## config.mk

```make
export PLATFORM = sky130hd
export DESIGN_NAME = ccx_capcmp_top
export DESIGN_NICKNAME = d
export VERILOG_FILES = /design/src/ccx_pkg.sv /design/src/ccx_capcmp_top.sv
export SDC_FILE = /design/constraint.sdc
export NUM_CORES = 1
export LEC_CHECK = 0
export BUFFER_PORTS_ARGS = -buffer_cell sky130_fd_sc_hd__buf_4
export CORE_MARGIN = 4
export CORE_UTILIZATION = 24
export CTS_CLUSTER_DIAMETER = 40
export DETAILED_ROUTE_END_ITERATION = 7
export GPL_ROUTABILITY_DRIVEN = 1
export HOLD_SLACK_MARGIN = 0.05
export PLACE_DENSITY_LB_ADDON = 0.1
export SKIP_CTS_REPAIR_TIMING = 1
export SYNTH_ARGS = -nofsm -noshare
export SYNTH_HDL_FRONTEND = slang
export SYNTH_SLANG_ARGS = --single-unit
```

## constraint.sdc

```tcl
create_clock -name CORE_CLK -period 7.1 [get_ports CORE_CLK]
set_input_delay 1.42 -clock CORE_CLK [delete_from_list [all_inputs] [get_ports CORE_CLK]]
set_output_delay 1.42 -clock CORE_CLK [all_outputs]
set_load 0.03 [all_outputs]
```

## src/ccx_pkg.sv

```systemverilog
// constants, offsets and mode codes for the capture/compare block with aux timer
package ccx_pkg;
  // register byte offsets on the apb bus
  localparam logic [7:0] OFS_FLAGS_TWO = 8'h00;
  localparam logic [7:0] OFS_ENABLES_TWO = 8'h04;
  localparam logic [7:0] OFS_PRIORITY_TWO = 8'h08;
  localparam logic [7:0] OFS_AUX_LOW = 8'h0c;
  localparam logic [7:0] OFS_AUX_HIGH = 8'h10;
  localparam logic [7:0] OFS_AUX_CTRL = 8'h14;
  localparam logic [7:0] OFS_FIRST_CTRL = 8'h18;
  localparam logic [7:0] OFS_CH_BASE = 8'h1c;
  localparam logic [7:0] OFS_CH_STRIDE = 8'h0c;
  localparam logic [7:0] OFS_CH_LOW = 8'h04;
  localparam logic [7:0] OFS_CH_HIGH = 8'h08;
  localparam logic [7:0] OFS_CH_ONE_FLAG = 8'h34;
  // field positions
  localparam int BIT_AUX_OVF = 1;
  localparam int BIT_CH_TWO_FLAG = 0;
  localparam int BIT_RD16 = 7;
  localparam int BIT_TBSEL_HI = 6;
  localparam int BIT_TBSEL_LO = 3;
  localparam int BIT_AUX_SRC = 1;
  localparam int BIT_AUX_ON = 0;
  localparam int BIT_OSC_EN = 3;
  // reset values and widths
  localparam logic [7:0] RST_BYTE = 8'h00;
  localparam logic [15:0] RST_WORD = 16'h0000;
  localparam logic [15:0] AUX_MAX = 16'hffff;
  localparam logic [3:0] FLAGS_TWO_MASK = 4'hf;
  localparam logic [5:0] FIRST_CTRL_MASK = 6'h3f;
  localparam logic [5:0] CH_CTRL_MASK = 6'h3f;
  localparam logic [3:0] PSC_FOURTH = 4'h3;
  localparam logic [3:0] PSC_SIXTEENTH = 4'hf;
  localparam logic [3:0] PSC_ONE = 4'h1;
  localparam logic [31:0] RD_ZERO = 32'h0000_0000;
  // channel mode codes
  localparam logic [3:0] MODE_OFF = 4'h0;
  localparam logic [3:0] MODE_RSV_A = 4'h1;
  localparam logic [3:0] MODE_TOGGLE = 4'h2;
  localparam logic [3:0] MODE_RSV_B = 4'h3;
  localparam logic [3:0] MODE_CAP_FALL = 4'h4;
  localparam logic [3:0] MODE_CAP_RISE = 4'h5;
  localparam logic [3:0] MODE_CAP_4TH = 4'h6;
  localparam logic [3:0] MODE_CAP_16TH = 4'h7;
  localparam logic [3:0] MODE_SET_HIGH = 4'h8;
  localparam logic [3:0] MODE_SET_LOW = 4'h9;
  localparam logic [3:0] MODE_SOFT_IRQ = 4'ha;
  localparam logic [3:0] MODE_TRIGGER = 4'hb;
  localparam logic [1:0] MODE_PWM_TOP = 2'h3;
  localparam logic [1:0] MODE_CAP_TOP = 2'h1;
  // channel kind decoded from the mode field
  typedef enum {CK_OFF, CK_CAPTURE, CK_COMPARE, CK_PWM} ccx_kind_type;
endpackage

```

## src/ccx_capcmp_top.sv

```systemverilog
// two capture/compare/pwm channels, the aux timer they share, and their apb slave
//
// Behaviour
// - aux timer counts up as sixteen bits and wraps from ffff to zero
// - aux overflow latches its flag; interrupt output only when enable bit set
// - channel trigger mode match with aux time base clears the aux count
// - trigger reset from channel two never sets the aux overflow flag
// - software write to aux timer beats a coincident trigger reset
// - secondary oscillator enable bit in first timer control frees the aux source
// - each channel keeps one sixteen bit capture, compare or duty register
// - both channels behave alike except for what their trigger drives
// - channel control bits seven and six read back zero
// - pwm duty is channel low byte above the two control duty bits
// - mode zero turns channel off and resets it; two codes reserved
// - toggle mode flips the pin on match and sets the channel flag
// - capture on falling, rising, fourth rising or sixteenth rising edge
// - set-high mode starts pin low, drives it high on match, sets flag
// - set-low mode starts pin high, drives it low on match, sets flag
// - soft interrupt mode sets only the flag, pin unchanged
// - trigger mode sets the flag and pulses the special event trigger
// - value low byte, high byte and control are each readable and writable
// - capture channels pick first or aux timer through the one shared select field
// - trigger clears whichever timer is the channel time base
// - pwm channels share one pwm time base and update instant
// - select 1x aux for both, 01 aux for two only, 00 first for both
// - internally clocked aux timer steps once every clock
// - capture event copies the chosen time base into the channel value
// - compare checks value against time base and acts on equality
//
// Decided for this implementation: the placing of the registers and the APB slave port.
`timescale 1ns/1ps
module ccx_capcmp_top import ccx_pkg::*; #(
  parameter int NUM_CH = 2,
  parameter int PWM_W = 10
) (
  // clock and reset
  input wire logic CORE_CLK,
  input wire logic RESET_N,
  // apb slave
  input wire logic PSEL,
  input wire logic PENABLE,
  input wire logic PWRITE,
  input wire logic [7:0] PADDR,
  input wire logic [31:0] PWDATA,
  output logic [31:0] PRDATA,
  output logic PREADY,
  output logic PSLVERR,
  // time bases from the first timer and the pwm time base
  input wire logic [15:0] FIRST_TIMER_COUNT,
  input wire logic [PWM_W-1:0] PWM_TIMEBASE_COUNT,
  input wire logic PWM_PERIOD_MATCH,
  input wire logic EXT_CLK_IN,
  // channel pins
  input wire logic [NUM_CH-1:0] CH_PIN_IN,
  output logic [NUM_CH-1:0] CH_PIN_OUT,
  // events to the rest of the chip
  output logic FIRST_TIMER_CLEAR,
  output logic ADC_START,
  output logic SEC_OSC_ENABLE,
  output logic AUX_OVF_IRQ,
  output logic [NUM_CH-1:0] CH_FLAG
);
  // register state
  logic [3:0] flags_two_ff;
  logic [3:0] enables_two_ff;
  logic [3:0] priority_two_ff;
  logic [15:0] aux_count_ff;
  logic [7:0] aux_ctrl_ff;
  logic [5:0] first_ctrl_ff;
  logic ch_one_flag_ff;
  logic ext_q_ff;
  logic [31:0] prdata_ff;
  logic pslverr_ff;
  logic [31:0] nxt_rdata;
  logic nxt_err;
  // per channel state
  logic [5:0] ch_ctrl_ff [NUM_CH];
  logic [15:0] ch_val_ff [NUM_CH];
  logic [PWM_W-1:0] duty_ff [NUM_CH];
  logic [3:0] psc_ff [NUM_CH];
  logic [NUM_CH-1:0] pin_ff;
  logic [NUM_CH-1:0] match_q_ff;
  logic [NUM_CH-1:0] in_q_ff;
  // per channel combinational
  logic [NUM_CH-1:0] use_aux;
  logic [NUM_CH-1:0] trig;
  logic [NUM_CH-1:0] flag_set;
  logic [NUM_CH-1:0] cap_evt;
  logic [NUM_CH-1:0] match_rise;
  logic [15:0] tb [NUM_CH];
  logic [NUM_CH-1:0] wr_ctrl;
  logic [NUM_CH-1:0] wr_low;
  logic [NUM_CH-1:0] wr_high;
  // bus strobes
  logic wr_en;
  logic rd_setup;
  logic wr_aux_low;
  logic wr_aux_high;
  logic aux_inc;
  logic aux_trig;
  logic aux_wrap;

  // zero wait state slave: read data is latched in the setup cycle
  assign PREADY = 1'b1;
  assign wr_en = PSEL & PENABLE & PWRITE;
  assign rd_setup = PSEL & ~PENABLE;
  assign PRDATA = prdata_ff;
  assign PSLVERR = pslverr_ff;
  assign wr_aux_low = wr_en && PADDR == OFS_AUX_LOW;
  assign wr_aux_high = wr_en && PADDR == OFS_AUX_HIGH;

  // read mux; unmapped addresses answer zero with an error
  always_comb begin
    nxt_rdata = RD_ZERO;
    nxt_err = 1'b0;
    case (PADDR)
      OFS_FLAGS_TWO: nxt_rdata[3:0] = flags_two_ff;
      OFS_ENABLES_TWO: nxt_rdata[3:0] = enables_two_ff;
      OFS_PRIORITY_TWO: nxt_rdata[3:0] = priority_two_ff;
      OFS_AUX_LOW: nxt_rdata[7:0] = aux_count_ff[7:0];
      OFS_AUX_HIGH: nxt_rdata[7:0] = aux_count_ff[15:8];
      OFS_AUX_CTRL: nxt_rdata[7:0] = aux_ctrl_ff;
      OFS_FIRST_CTRL: nxt_rdata[5:0] = first_ctrl_ff;
      OFS_CH_ONE_FLAG: nxt_rdata[0] = ch_one_flag_ff;
      default: nxt_err = 1'b1;
    endcase
    for (int i = 0; i < NUM_CH; i++) begin
      if (PADDR == 8'(OFS_CH_BASE + OFS_CH_STRIDE * i)) begin
        nxt_rdata[5:0] = ch_ctrl_ff[i]; // bits 7:6 stay zero
        nxt_err = 1'b0;
      end
      if (PADDR == 8'(OFS_CH_BASE + OFS_CH_STRIDE * i + OFS_CH_LOW)) begin
        nxt_rdata[7:0] = ch_val_ff[i][7:0];
        nxt_err = 1'b0;
      end
      if (PADDR == 8'(OFS_CH_BASE + OFS_CH_STRIDE * i + OFS_CH_HIGH)) begin
        nxt_rdata[7:0] = ch_val_ff[i][15:8];
        nxt_err = 1'b0;
      end
    end
  end

  // read data and error register
  always_ff @(posedge CORE_CLK or negedge RESET_N) begin
    if (!RESET_N) begin
      prdata_ff <= RD_ZERO;
      pslverr_ff <= 1'b0;
    end else if (rd_setup) begin
      prdata_ff <= PWRITE ? RD_ZERO : nxt_rdata;
      pslverr_ff <= nxt_err;
    end
  end

  // plain configuration registers
  always_ff @(posedge CORE_CLK or negedge RESET_N) begin
    if (!RESET_N) begin
      enables_two_ff <= 4'h0;
      priority_two_ff <= 4'h0;
      aux_ctrl_ff <= RST_BYTE;
      first_ctrl_ff <= 6'h00;
    end else if (wr_en) begin
      if (PADDR == OFS_ENABLES_TWO) enables_two_ff <= PWDATA[3:0];
      if (PADDR == OFS_PRIORITY_TWO) priority_two_ff <= PWDATA[3:0];
      if (PADDR == OFS_AUX_CTRL) aux_ctrl_ff <= PWDATA[7:0];
      if (PADDR == OFS_FIRST_CTRL) first_ctrl_ff <= PWDATA[5:0] & FIRST_CTRL_MASK;
    end
  end

  // oscillator enable leaves the block so the pad logic can start it
  assign SEC_OSC_ENABLE = first_ctrl_ff[BIT_OSC_EN];

  // external source edge; the input is already synchronous to the core clock
  always_ff @(posedge CORE_CLK or negedge RESET_N) begin
    if (!RESET_N) ext_q_ff <= 1'b0;
    else ext_q_ff <= EXT_CLK_IN;
  end

  // increment: every clock when internal, on rising edge of the external source
  assign aux_inc = aux_ctrl_ff[BIT_AUX_ON] &
    (aux_ctrl_ff[BIT_AUX_SRC] ? (EXT_CLK_IN & ~ext_q_ff) : 1'b1);
  assign aux_trig = |(trig & use_aux);
  assign aux_wrap = aux_inc && !aux_trig && aux_count_ff == AUX_MAX &&
    !wr_aux_low && !wr_aux_high;

  // aux counter: software write beats trigger reset, reset beats increment
  always_ff @(posedge CORE_CLK or negedge RESET_N) begin
    if (!RESET_N) begin
      aux_count_ff <= RST_WORD;
    end else if (wr_aux_low || wr_aux_high) begin
      if (wr_aux_low) aux_count_ff[7:0] <= PWDATA[7:0];
      if (wr_aux_high) aux_count_ff[15:8] <= PWDATA[7:0];
    end else if (aux_trig) begin
      aux_count_ff <= RST_WORD;
    end else if (aux_inc) begin
      aux_count_ff <= aux_count_ff + 16'h0001; // wraps ffff to 0000
    end
  end

  // flag register two: hardware set wins over a software write in the same cycle
  always_ff @(posedge CORE_CLK or negedge RESET_N) begin
    if (!RESET_N) begin
      flags_two_ff <= 4'h0;
    end else begin
      if (wr_en && PADDR == OFS_FLAGS_TWO) flags_two_ff <= PWDATA[3:0] & FLAGS_TWO_MASK;
      if (aux_wrap) flags_two_ff[BIT_AUX_OVF] <= 1'b1; // only a true wrap
      if (flag_set[1]) flags_two_ff[BIT_CH_TWO_FLAG] <= 1'b1;
    end
  end

  // channel one flag lives in its own register
  always_ff @(posedge CORE_CLK or negedge RESET_N) begin
    if (!RESET_N) ch_one_flag_ff <= 1'b0;
    else if (flag_set[0]) ch_one_flag_ff <= 1'b1;
    else if (wr_en && PADDR == OFS_CH_ONE_FLAG) ch_one_flag_ff <= PWDATA[0];
  end

  assign AUX_OVF_IRQ = flags_two_ff[BIT_AUX_OVF] & enables_two_ff[BIT_AUX_OVF];
  assign CH_FLAG = {flags_two_ff[BIT_CH_TWO_FLAG], ch_one_flag_ff};

  // time base routing: aux for both, aux for two only, or first for both
  assign use_aux[0] = aux_ctrl_ff[BIT_TBSEL_HI];
  assign use_aux[1] = aux_ctrl_ff[BIT_TBSEL_HI] | aux_ctrl_ff[BIT_TBSEL_LO];

  // trigger targets: first timer clear from any channel on the first timer, conversion start from two
  assign FIRST_TIMER_CLEAR = |(trig & ~use_aux);
  assign ADC_START = trig[1];
  assign CH_PIN_OUT = pin_ff;

  // identical channel slices; only where the trigger goes differs
  for (genvar g = 0; g < NUM_CH; g++) begin : g_ch
    logic [3:0] mode;
    logic [3:0] nmode;
    logic rise;
    logic fall;
    logic match;
    ccx_kind_type kind;
    assign mode = ch_ctrl_ff[g][3:0];
    assign nmode = PWDATA[3:0];
    assign tb[g] = use_aux[g] ? aux_count_ff : FIRST_TIMER_COUNT;
    assign wr_ctrl[g] = wr_en && PADDR == 8'(OFS_CH_BASE + OFS_CH_STRIDE * g);
    assign wr_low[g] = wr_en && PADDR == 8'(OFS_CH_BASE + OFS_CH_STRIDE * g + OFS_CH_LOW);
    assign wr_high[g] = wr_en && PADDR == 8'(OFS_CH_BASE + OFS_CH_STRIDE * g + OFS_CH_HIGH);
    assign rise = CH_PIN_IN[g] & ~in_q_ff[g];
    assign fall = ~CH_PIN_IN[g] & in_q_ff[g];

    // mode decode; reserved codes behave as off
    always_comb begin
      case (mode[3:2])
        MODE_PWM_TOP: kind = CK_PWM;
        MODE_CAP_TOP: kind = CK_CAPTURE;
        default: kind = (mode == MODE_OFF || mode == MODE_RSV_A ||
          mode == MODE_RSV_B) ? CK_OFF : CK_COMPARE;
      endcase
    end

    // equality is acted on once, at the cycle the timer reaches the value
    assign match = kind == CK_COMPARE && ch_val_ff[g] == tb[g];
    assign match_rise[g] = match & ~match_q_ff[g];
    assign trig[g] = match_rise[g] && mode == MODE_TRIGGER;

    // capture event with prescaler count
    always_comb begin
      case (mode)
        MODE_CAP_FALL: cap_evt[g] = fall;
        MODE_CAP_RISE: cap_evt[g] = rise;
        MODE_CAP_4TH: cap_evt[g] = rise && psc_ff[g] == PSC_FOURTH;
        MODE_CAP_16TH: cap_evt[g] = rise && psc_ff[g] == PSC_SIXTEENTH;
        default: cap_evt[g] = 1'b0;
      endcase
    end
    assign flag_set[g] = cap_evt[g] | match_rise[g];

    // edge history, match history and prescaler; only the prescaler clears outside capture
    always_ff @(posedge CORE_CLK or negedge RESET_N) begin
      if (!RESET_N) begin
        in_q_ff[g] <= 1'b0;
        match_q_ff[g] <= 1'b0;
        psc_ff[g] <= 4'h0;
      end else begin
        in_q_ff[g] <= CH_PIN_IN[g];
        match_q_ff[g] <= match;
        if (kind != CK_CAPTURE) psc_ff[g] <= 4'h0;
        else if (cap_evt[g] && mode != MODE_CAP_FALL) psc_ff[g] <= 4'h0;
        else if (rise) psc_ff[g] <= psc_ff[g] + PSC_ONE;
      end
    end

    // control register, bits 5:0 only
    always_ff @(posedge CORE_CLK or negedge RESET_N) begin
      if (!RESET_N) ch_ctrl_ff[g] <= 6'h00;
      else if (wr_ctrl[g]) ch_ctrl_ff[g] <= PWDATA[5:0] & CH_CTRL_MASK;
    end

    // value register: one 16-bit store for capture, compare and duty
    always_ff @(posedge CORE_CLK or negedge RESET_N) begin
      if (!RESET_N) begin
        ch_val_ff[g] <= RST_WORD;
      end else if (wr_low[g] || wr_high[g]) begin
        if (wr_low[g]) ch_val_ff[g][7:0] <= PWDATA[7:0];
        if (wr_high[g]) ch_val_ff[g][15:8] <= PWDATA[7:0];
      end else if (cap_evt[g]) begin
        ch_val_ff[g] <= tb[g]; // unread old capture is overwritten
      end else if (kind == CK_PWM && PWM_PERIOD_MATCH) begin
        ch_val_ff[g][15:8] <= ch_val_ff[g][7:0]; // duty copy visible to software
      end
    end

    // duty latched at the shared period instant so both channels update together
    always_ff @(posedge CORE_CLK or negedge RESET_N) begin
      if (!RESET_N) duty_ff[g] <= '0;
      else if (kind == CK_PWM && PWM_PERIOD_MATCH)
        duty_ff[g] <= {ch_val_ff[g][7:0], ch_ctrl_ff[g][5:4]};
    end

    // pin latch: set by mode write, then moved by compare or pwm
    always_ff @(posedge CORE_CLK or negedge RESET_N) begin
      if (!RESET_N) begin
        pin_ff[g] <= 1'b0;
      end else if (wr_ctrl[g] && nmode == MODE_OFF) begin
        pin_ff[g] <= 1'b0; // off forces the output latch low
      end else if (wr_ctrl[g] && nmode == MODE_SET_HIGH) begin
        pin_ff[g] <= 1'b0;
      end else if (wr_ctrl[g] && nmode == MODE_SET_LOW) begin
        pin_ff[g] <= 1'b1;
      end else if (kind == CK_PWM) begin
        // a duty of zero never raises the pin
        if (PWM_PERIOD_MATCH) pin_ff[g] <= |{ch_val_ff[g][7:0], ch_ctrl_ff[g][5:4]};
        else if (PWM_TIMEBASE_COUNT == duty_ff[g]) pin_ff[g] <= 1'b0;
      end else if (match_rise[g]) begin
        case (mode)
          MODE_TOGGLE: pin_ff[g] <= ~pin_ff[g];
          MODE_SET_HIGH: pin_ff[g] <= 1'b1;
          MODE_SET_LOW: pin_ff[g] <= 1'b0;
          default: pin_ff[g] <= pin_ff[g]; // soft irq and trigger leave it
        endcase
      end
    end
  end
endmodule

```

==> results of run 1 <==
-- worst register-to-register path: stages, from the launching register on --
cell and delay [ns]:
dfrtp_1 0.61, nor2_4 0.62, o221ai_1 0.30, o311ai_0 0.55
and3_1 0.38, nor4b_4 0.35, o21ai_1 0.36, or2_0 0.50
o22ai_1 0.24
-- final cells by class --
class,instances,area share [%]
multi-input cells,747,48.4
clock buffers,18,4.23
repair buffers,82,6.11
inverters,32,1.18
clock inverters,14,2.01
flip-flops and latches,131,32.3
well taps,461,5.69
diodes,1,0.0247
-- synthesized netlist by cell type, drive strengths merged, types with 14 or more instances --
master	instances
a21oi	51
a22oi	25
and3	14
buf	38
clkbuf	52
dfrtp	131
inv	32
mux2	69
mux2i	33
nand2	101
nand2b	15
nand3	20
nand4	14
nor2	69
nor3	17
nor4	22
o21ai	73
o22ai	17
xnor2	39
xor2	15
-- logic make-up (layout without fill, tap and decap cells) --
family,Yosys count,count (layout),synth area share [%]
simple gates,317,317,18.3
fa+ha+maj,3,3,0.433
flops,131,131,37.8
other cells,2,26,0.0865
compound gates,246,246,18.4
mux,102,102,12.8
buf+inv,122,146,6.70
xor+xnor,54,54,5.45
-- through the flow --
step / instance area [um2] / instances / power [mW] / worst slack, ns / utilization, %
finish: 10100 / 1486 / 2.01 / 1.72 / 28.4
global route: 10100 / 1485 / 2.08 / 1.52 / 28.4
CTS: 10100 / 1485 / 2.03 / 1.68 / 28.4
detailed placement: 9500 / 1453 / 1.04 / 1.75 / 26.7
global placement: 9500 / 1453 / 1.04 / 1.76 / 26.7
floorplan: 8770 / 1000 / 0.937 / 2.03 / -
-- layer usage --
metal / vias to the layer above / routed length (um) / track usage (%)
met3: 42 / 1800 / 3.18
met2: 216 / 16700 / 28.8
met4: 0 / 895 / 6.27
li1: 3577 / - / -
met1: 3776 / 16900 / 25.6
met5: - / 0 / 0
-- power by group through the flow --
| stage | Clock [mW] | Combinational [mW] | Sequential, mW |
|---|---|---|---|
| finish | 0.986 | 0.226 | 0.799 |
| global route | 1.04 | 0.245 | 0.800 |
| CTS | 1.01 | 0.227 | 0.798 |
| detailed placement | 0 | 0.226 | 0.812 |
| global placement | 0 | 0.227 | 0.813 |
| floorplan | 0 | 0.134 | 0.803 |
-- state kept, by name, summed over array words and instances (netlist names) --
| register | flops |
|---|---|
| PRDATA | 8 |
| psc_ff | 8 |
| CH_PIN_OUT | 2 |
| ch_val_ff | 32 |
| in_q_ff | 2 |
| aux_ctrl_ff | 8 |
| PSLVERR | 1 |
| aux_count_ff | 16 |
| match_q_ff | 2 |
| ch_ctrl_ff | 12 |
| ch_one_flag_ff | 1 |
| first_ctrl_ff | 6 |
| duty_ff | 20 |
| priority_two_ff | 4 |
| ext_q_ff | 1 |
| enables_two_ff | 4 |
| flags_two_ff | 4 |
-- how the worst max path moves through the flow --
stage | startpoint | to | depth (start not counted)
after floorplan | FIRST_TIMER_COUNT[10] | FIRST_TIMER_CLEAR | 7
after global placement | FIRST_TIMER_COUNT[6] | FIRST_TIMER_CLEAR | 9
after detailed placement | FIRST_TIMER_COUNT[5] | FIRST_TIMER_CLEAR | 9
after CTS | aux_ctrl_ff[6] | FIRST_TIMER_CLEAR | 9
after global routing | aux_ctrl_ff[6] | FIRST_TIMER_CLEAR | 8
final | aux_ctrl_ff[6] | FIRST_TIMER_CLEAR | 9
==> qor.csv, run 1 <==
metric,value,unit
status,completed,
synth_area,0.00868,mm2
io_pins,117,
routed-via-count,7611,
hp-start,enables_two_ff[0],
drv_cap,0,
final_antenna_net_count,0,
setup_viol,0,
skew,0.0108,ns
fp.dieW,198,um
synth_edf_count,0,
worstMarginPinSlew,1.23,ns
dieHeight,198,um
rrSetupSlack,3.09,ns
crit_required,5.68,ns
wire_per_inst,24.4,um
nFillCells,3872,
p_per_area,198,mW/mm2
grt_max_degree,76,
clk_path_buf_depth,2,
grt_pass1_wl,52800,um
cts.sinks,131,
r2r_start,aux_ctrl_ff[6],
swShare,28.4,%
cts_buffers,17,
holdWs,0.477,ns
worstRegToRegCells,8,
rsz0062_at_grt,no,
critPathTopFamily,simple AND/OR/NAND/NOR gates,
io_buffer_count,67,
min_path_cells,2,
p_switching,0.572,mW
yosysTopAreaCellShare,37.8,%
synth_area_leaders,"dfrtp_1, mux2_2, nand2_1",
cp-start-kind,register,
hold_violations,0,
fin_crit,5.38,ns
synth_cells,977,
ys_seq_area_share,37.8,%
ys_ff_latch,131,
hold_end,enables_two_ff[0],
seq_power_share,39.7,%
place_congestion,0.824,
multi_input_area,0.00491,mm2
criticalPathCategory,register to primary output,
cts_tree,done,
cp_cell_sequence,buf_4 > mux2i_1 > xnor2_1 > nor4_1 > nand4_1 > nor4_1 > a21oi_1 > nor2_1 > buf_4,
critPathMaxStageDelay,0.75,ns
power_frac_clock,49.0,%
routed_wl,36300,um
critPathBufInv,2,
synthArstFlopShare,100,%
drv_slew,0,
layout_common_cells,"dfrtp_1, nand2_1, buf_4",
rows,69,
yosysTopAreaCell,dfrtp_1,
ys_warn_count,0,
grt_pass1_vias,7475,
fmax,186,MHz
track_usage,18.4,%
synth_ff_type,dfrtp_1,
initial_core_util,24.3,%
ir_worst_vdd,0.155,mV
antenna_found_initial,1,
layout_commonest_cell,dfrtp_1,
drive_above_1_share,18.8,%
crit_path_top_delay_cell,dfrtp_1,
timing.final.crit_share,75.8,%
dp_hpwl,26400,um
insertion_delay,0.44,ns
critPathCaptureType,primary output,
max_slew_margin,17.9,%
clock-root-buffer,clkbuf_16,
syn_avg_cell_area,8.88,um2
tns,0,ns
hold_path_class,register to register,
dr.pass1.iters,5,
drc,0,
worst-path-max-fanout,16,
core_area,0.0357,mm2
combPwrFrac,11.2,%
htreeDepth,4,
rr_endpoint,aux_count_ff[13],
ys_types,70,
drt_iter0_markers,628,
cp.arrival,3.96,ns
cts.clk_slew.worst_paths,0.06,ns
syn_to_final_growth,16.8,%
detail_route.vias_per_cell,5.12,
ff_latch_area,0.00328,mm2
overflow,0,
power.static_leakage,4.37,nW
dieArea,0.0393,mm2
fin_nets,1089,
p_int,1.44,mW
No activity file was read; power rests on OpenSTA's default activity.
==> run 2: changes to the inputs <==
==> constraint.sdc (replaced) <==
create_clock -name CORE_CLK -period 4.7 [get_ports CORE_CLK]
set_input_delay 0.94 -clock CORE_CLK [delete_from_list [all_inputs] [get_ports CORE_CLK]]
set_output_delay 0.94 -clock CORE_CLK [all_outputs]
set_load 0.03 [all_outputs]
==> qor.csv, run 2 (same netlist as run 1, synthesis figures left out) <==
metric,value,unit
cts.clk_slew.worst_paths,0.06,ns
timing.final.crit_share,92.0,%
routed-via-count,7777,
post_dp_cell_area,0.00969,mm2
rsz0062_at_grt,no,
criticalPathCategory,register to primary output,
io_buffer_count,67,
fmax,231,MHz
cp_cell_sequence,buf_12 > or2_1 > a211o_1 > a211oi_1 > nand4b_1 > nor4b_2 > a21oi_1 > nor2_1 > buf_4,
overflow,0,
hold_path_class,register to register,
track_usage,18.9,%
rows,69,
clk_path_buf_depth,2,
antenna_found_initial,0,
hold_violations,0,
fin_crit,4.33,ns
insertion_delay,0.44,ns
worstMarginPinSlew,1.26,ns
dieHeight,198,um
power.static_leakage,4.47,nW
final_antenna_net_count,0,
antenna_cells,0,
drv_slew,0,
dr.pass1.iters,6,
cp-start-kind,register,
core_area,0.0357,mm2
cts.sinks,131,
dp_hpwl,27400,um
total_power,2.92,mW
cts_tree,done,
layout_setup_ws,0.375,ns
crit_path_top_delay_cell,dfrtp_1,
initial_core_util,24.3,%
fp.dieW,198,um
crit_required,3.76,ns
cp.arrival,3.39,ns
layout_common_cells,"dfrtp_1, nand2_1, buf_4",
drt_iter0_markers,772,
critPathCaptureType,primary output,
worst-path-max-fanout,22,
max_slew_margin,15.2,%
clock-root-buffer,clkbuf_16,
fin_nets,1111,
critPathBufInv,2,
htreeDepth,4,
drc,0,
tns,0,ns
critPathTopFamily,simple AND/OR/NAND/NOR gates,
dieArea,0.0393,mm2
wire_per_inst,24.6,um
skew,0.0103,ns
place_congestion,0.887,
status,completed,
top_regs,"ch_val_ff: 32 flops, duty_ff: 20 flops, aux_count_ff: 16 flops",
ir_worst_vdd,0.219,mV
holdWs,0.483,ns
p_per_area,284,mW/mm2
drive_above_1_share,20.3,%
place_ws,0.617,ns
layout_commonest_cell,dfrtp_1,
largest_reg_flops,32,
setup_viol,0,
final_cell_area,0.0103,mm2
critPathMaxStageDelay,0.50,ns
drv_cap,0,
detail_route.vias_per_cell,5.17,
grt_pass1_vias,7703,
syn_to_final_growth,18.4,%
grt_max_degree,82,
cts_buffers,17,
top_register,ch_val_ff,
grt_pass1_wl,54000,um
routed_wl,37000,um
io_pins,117,
[run 2: layout make-up]
type,instances,area (um2)
fill,3839,25400
inverter,32,120
clock inverter,10,135
multi-input combinational,747,4910
sequential,131,3280
timing repair buffer,104,810
tap,461,577
clock buffer,20,447
[run 2: worst paths after layout]
kind / from / endpoint / slack (ns) / depth (start not counted)
max in group asynchronous: RESET_N / ch_val_ff[12] / 3.34 / 2
worst max register to register: aux_ctrl_ff[6] / aux_count_ff[13] / 0.89 / 9
worst min-delay path: priority_two_ff[0] / priority_two_ff[0] / 0.48 / 2
worst max-delay path: aux_ctrl_ff[6] / FIRST_TIMER_CLEAR / 0.37 / 9
min in group asynchronous: RESET_N / duty_ff[1] / 0.56 / 1
worst min register to register: priority_two_ff[0] / priority_two_ff[0] / 0.48 / 2
[run 2: routing by layer]
metal  routed length [um]  vias to the layer above  global-route usage [%]  part of all wire [%]
met3                 2000                       57                    3.30                   5.4
met5                    0                        -                       0                     0
li1                     -                     3616                       -                     -
met2                16600                      264                    29.2                    45
met4                 1260                        0                    7.50                   3.4
met1                17100                     3840                    26.2                    46
[run 2: worst min-delay path: stages, from the launching register on]
cell and delay [ns]:
dfrtp_1 0.34, nand2_1 0.05, o21ai_0 0.06
[run 2: per-stage QoR]
| step | cells | utilization, % |
|---|---|---|
| finish | 1505 | 28.8 |
| global route | 1505 | 28.8 |
| CTS | 1505 | 28.8 |
| detailed placement | 1475 | 27.2 |
| global placement | 1475 | 27.2 |
| floorplan | 1000 | - |
[run 2: power breakdown]
group / internal (mW) / total [mW] / leakage [nW] / switching (mW)
Combinational: 0.121 / 0.345 / 2.49 / 0.224
Clock: 0.839 / 1.37 / 0.285 / 0.534
Sequential: 1.16 / 1.20 / 1.69 / 0.0442
Total: 2.12 / 2.92 / 4.47 / 0.802
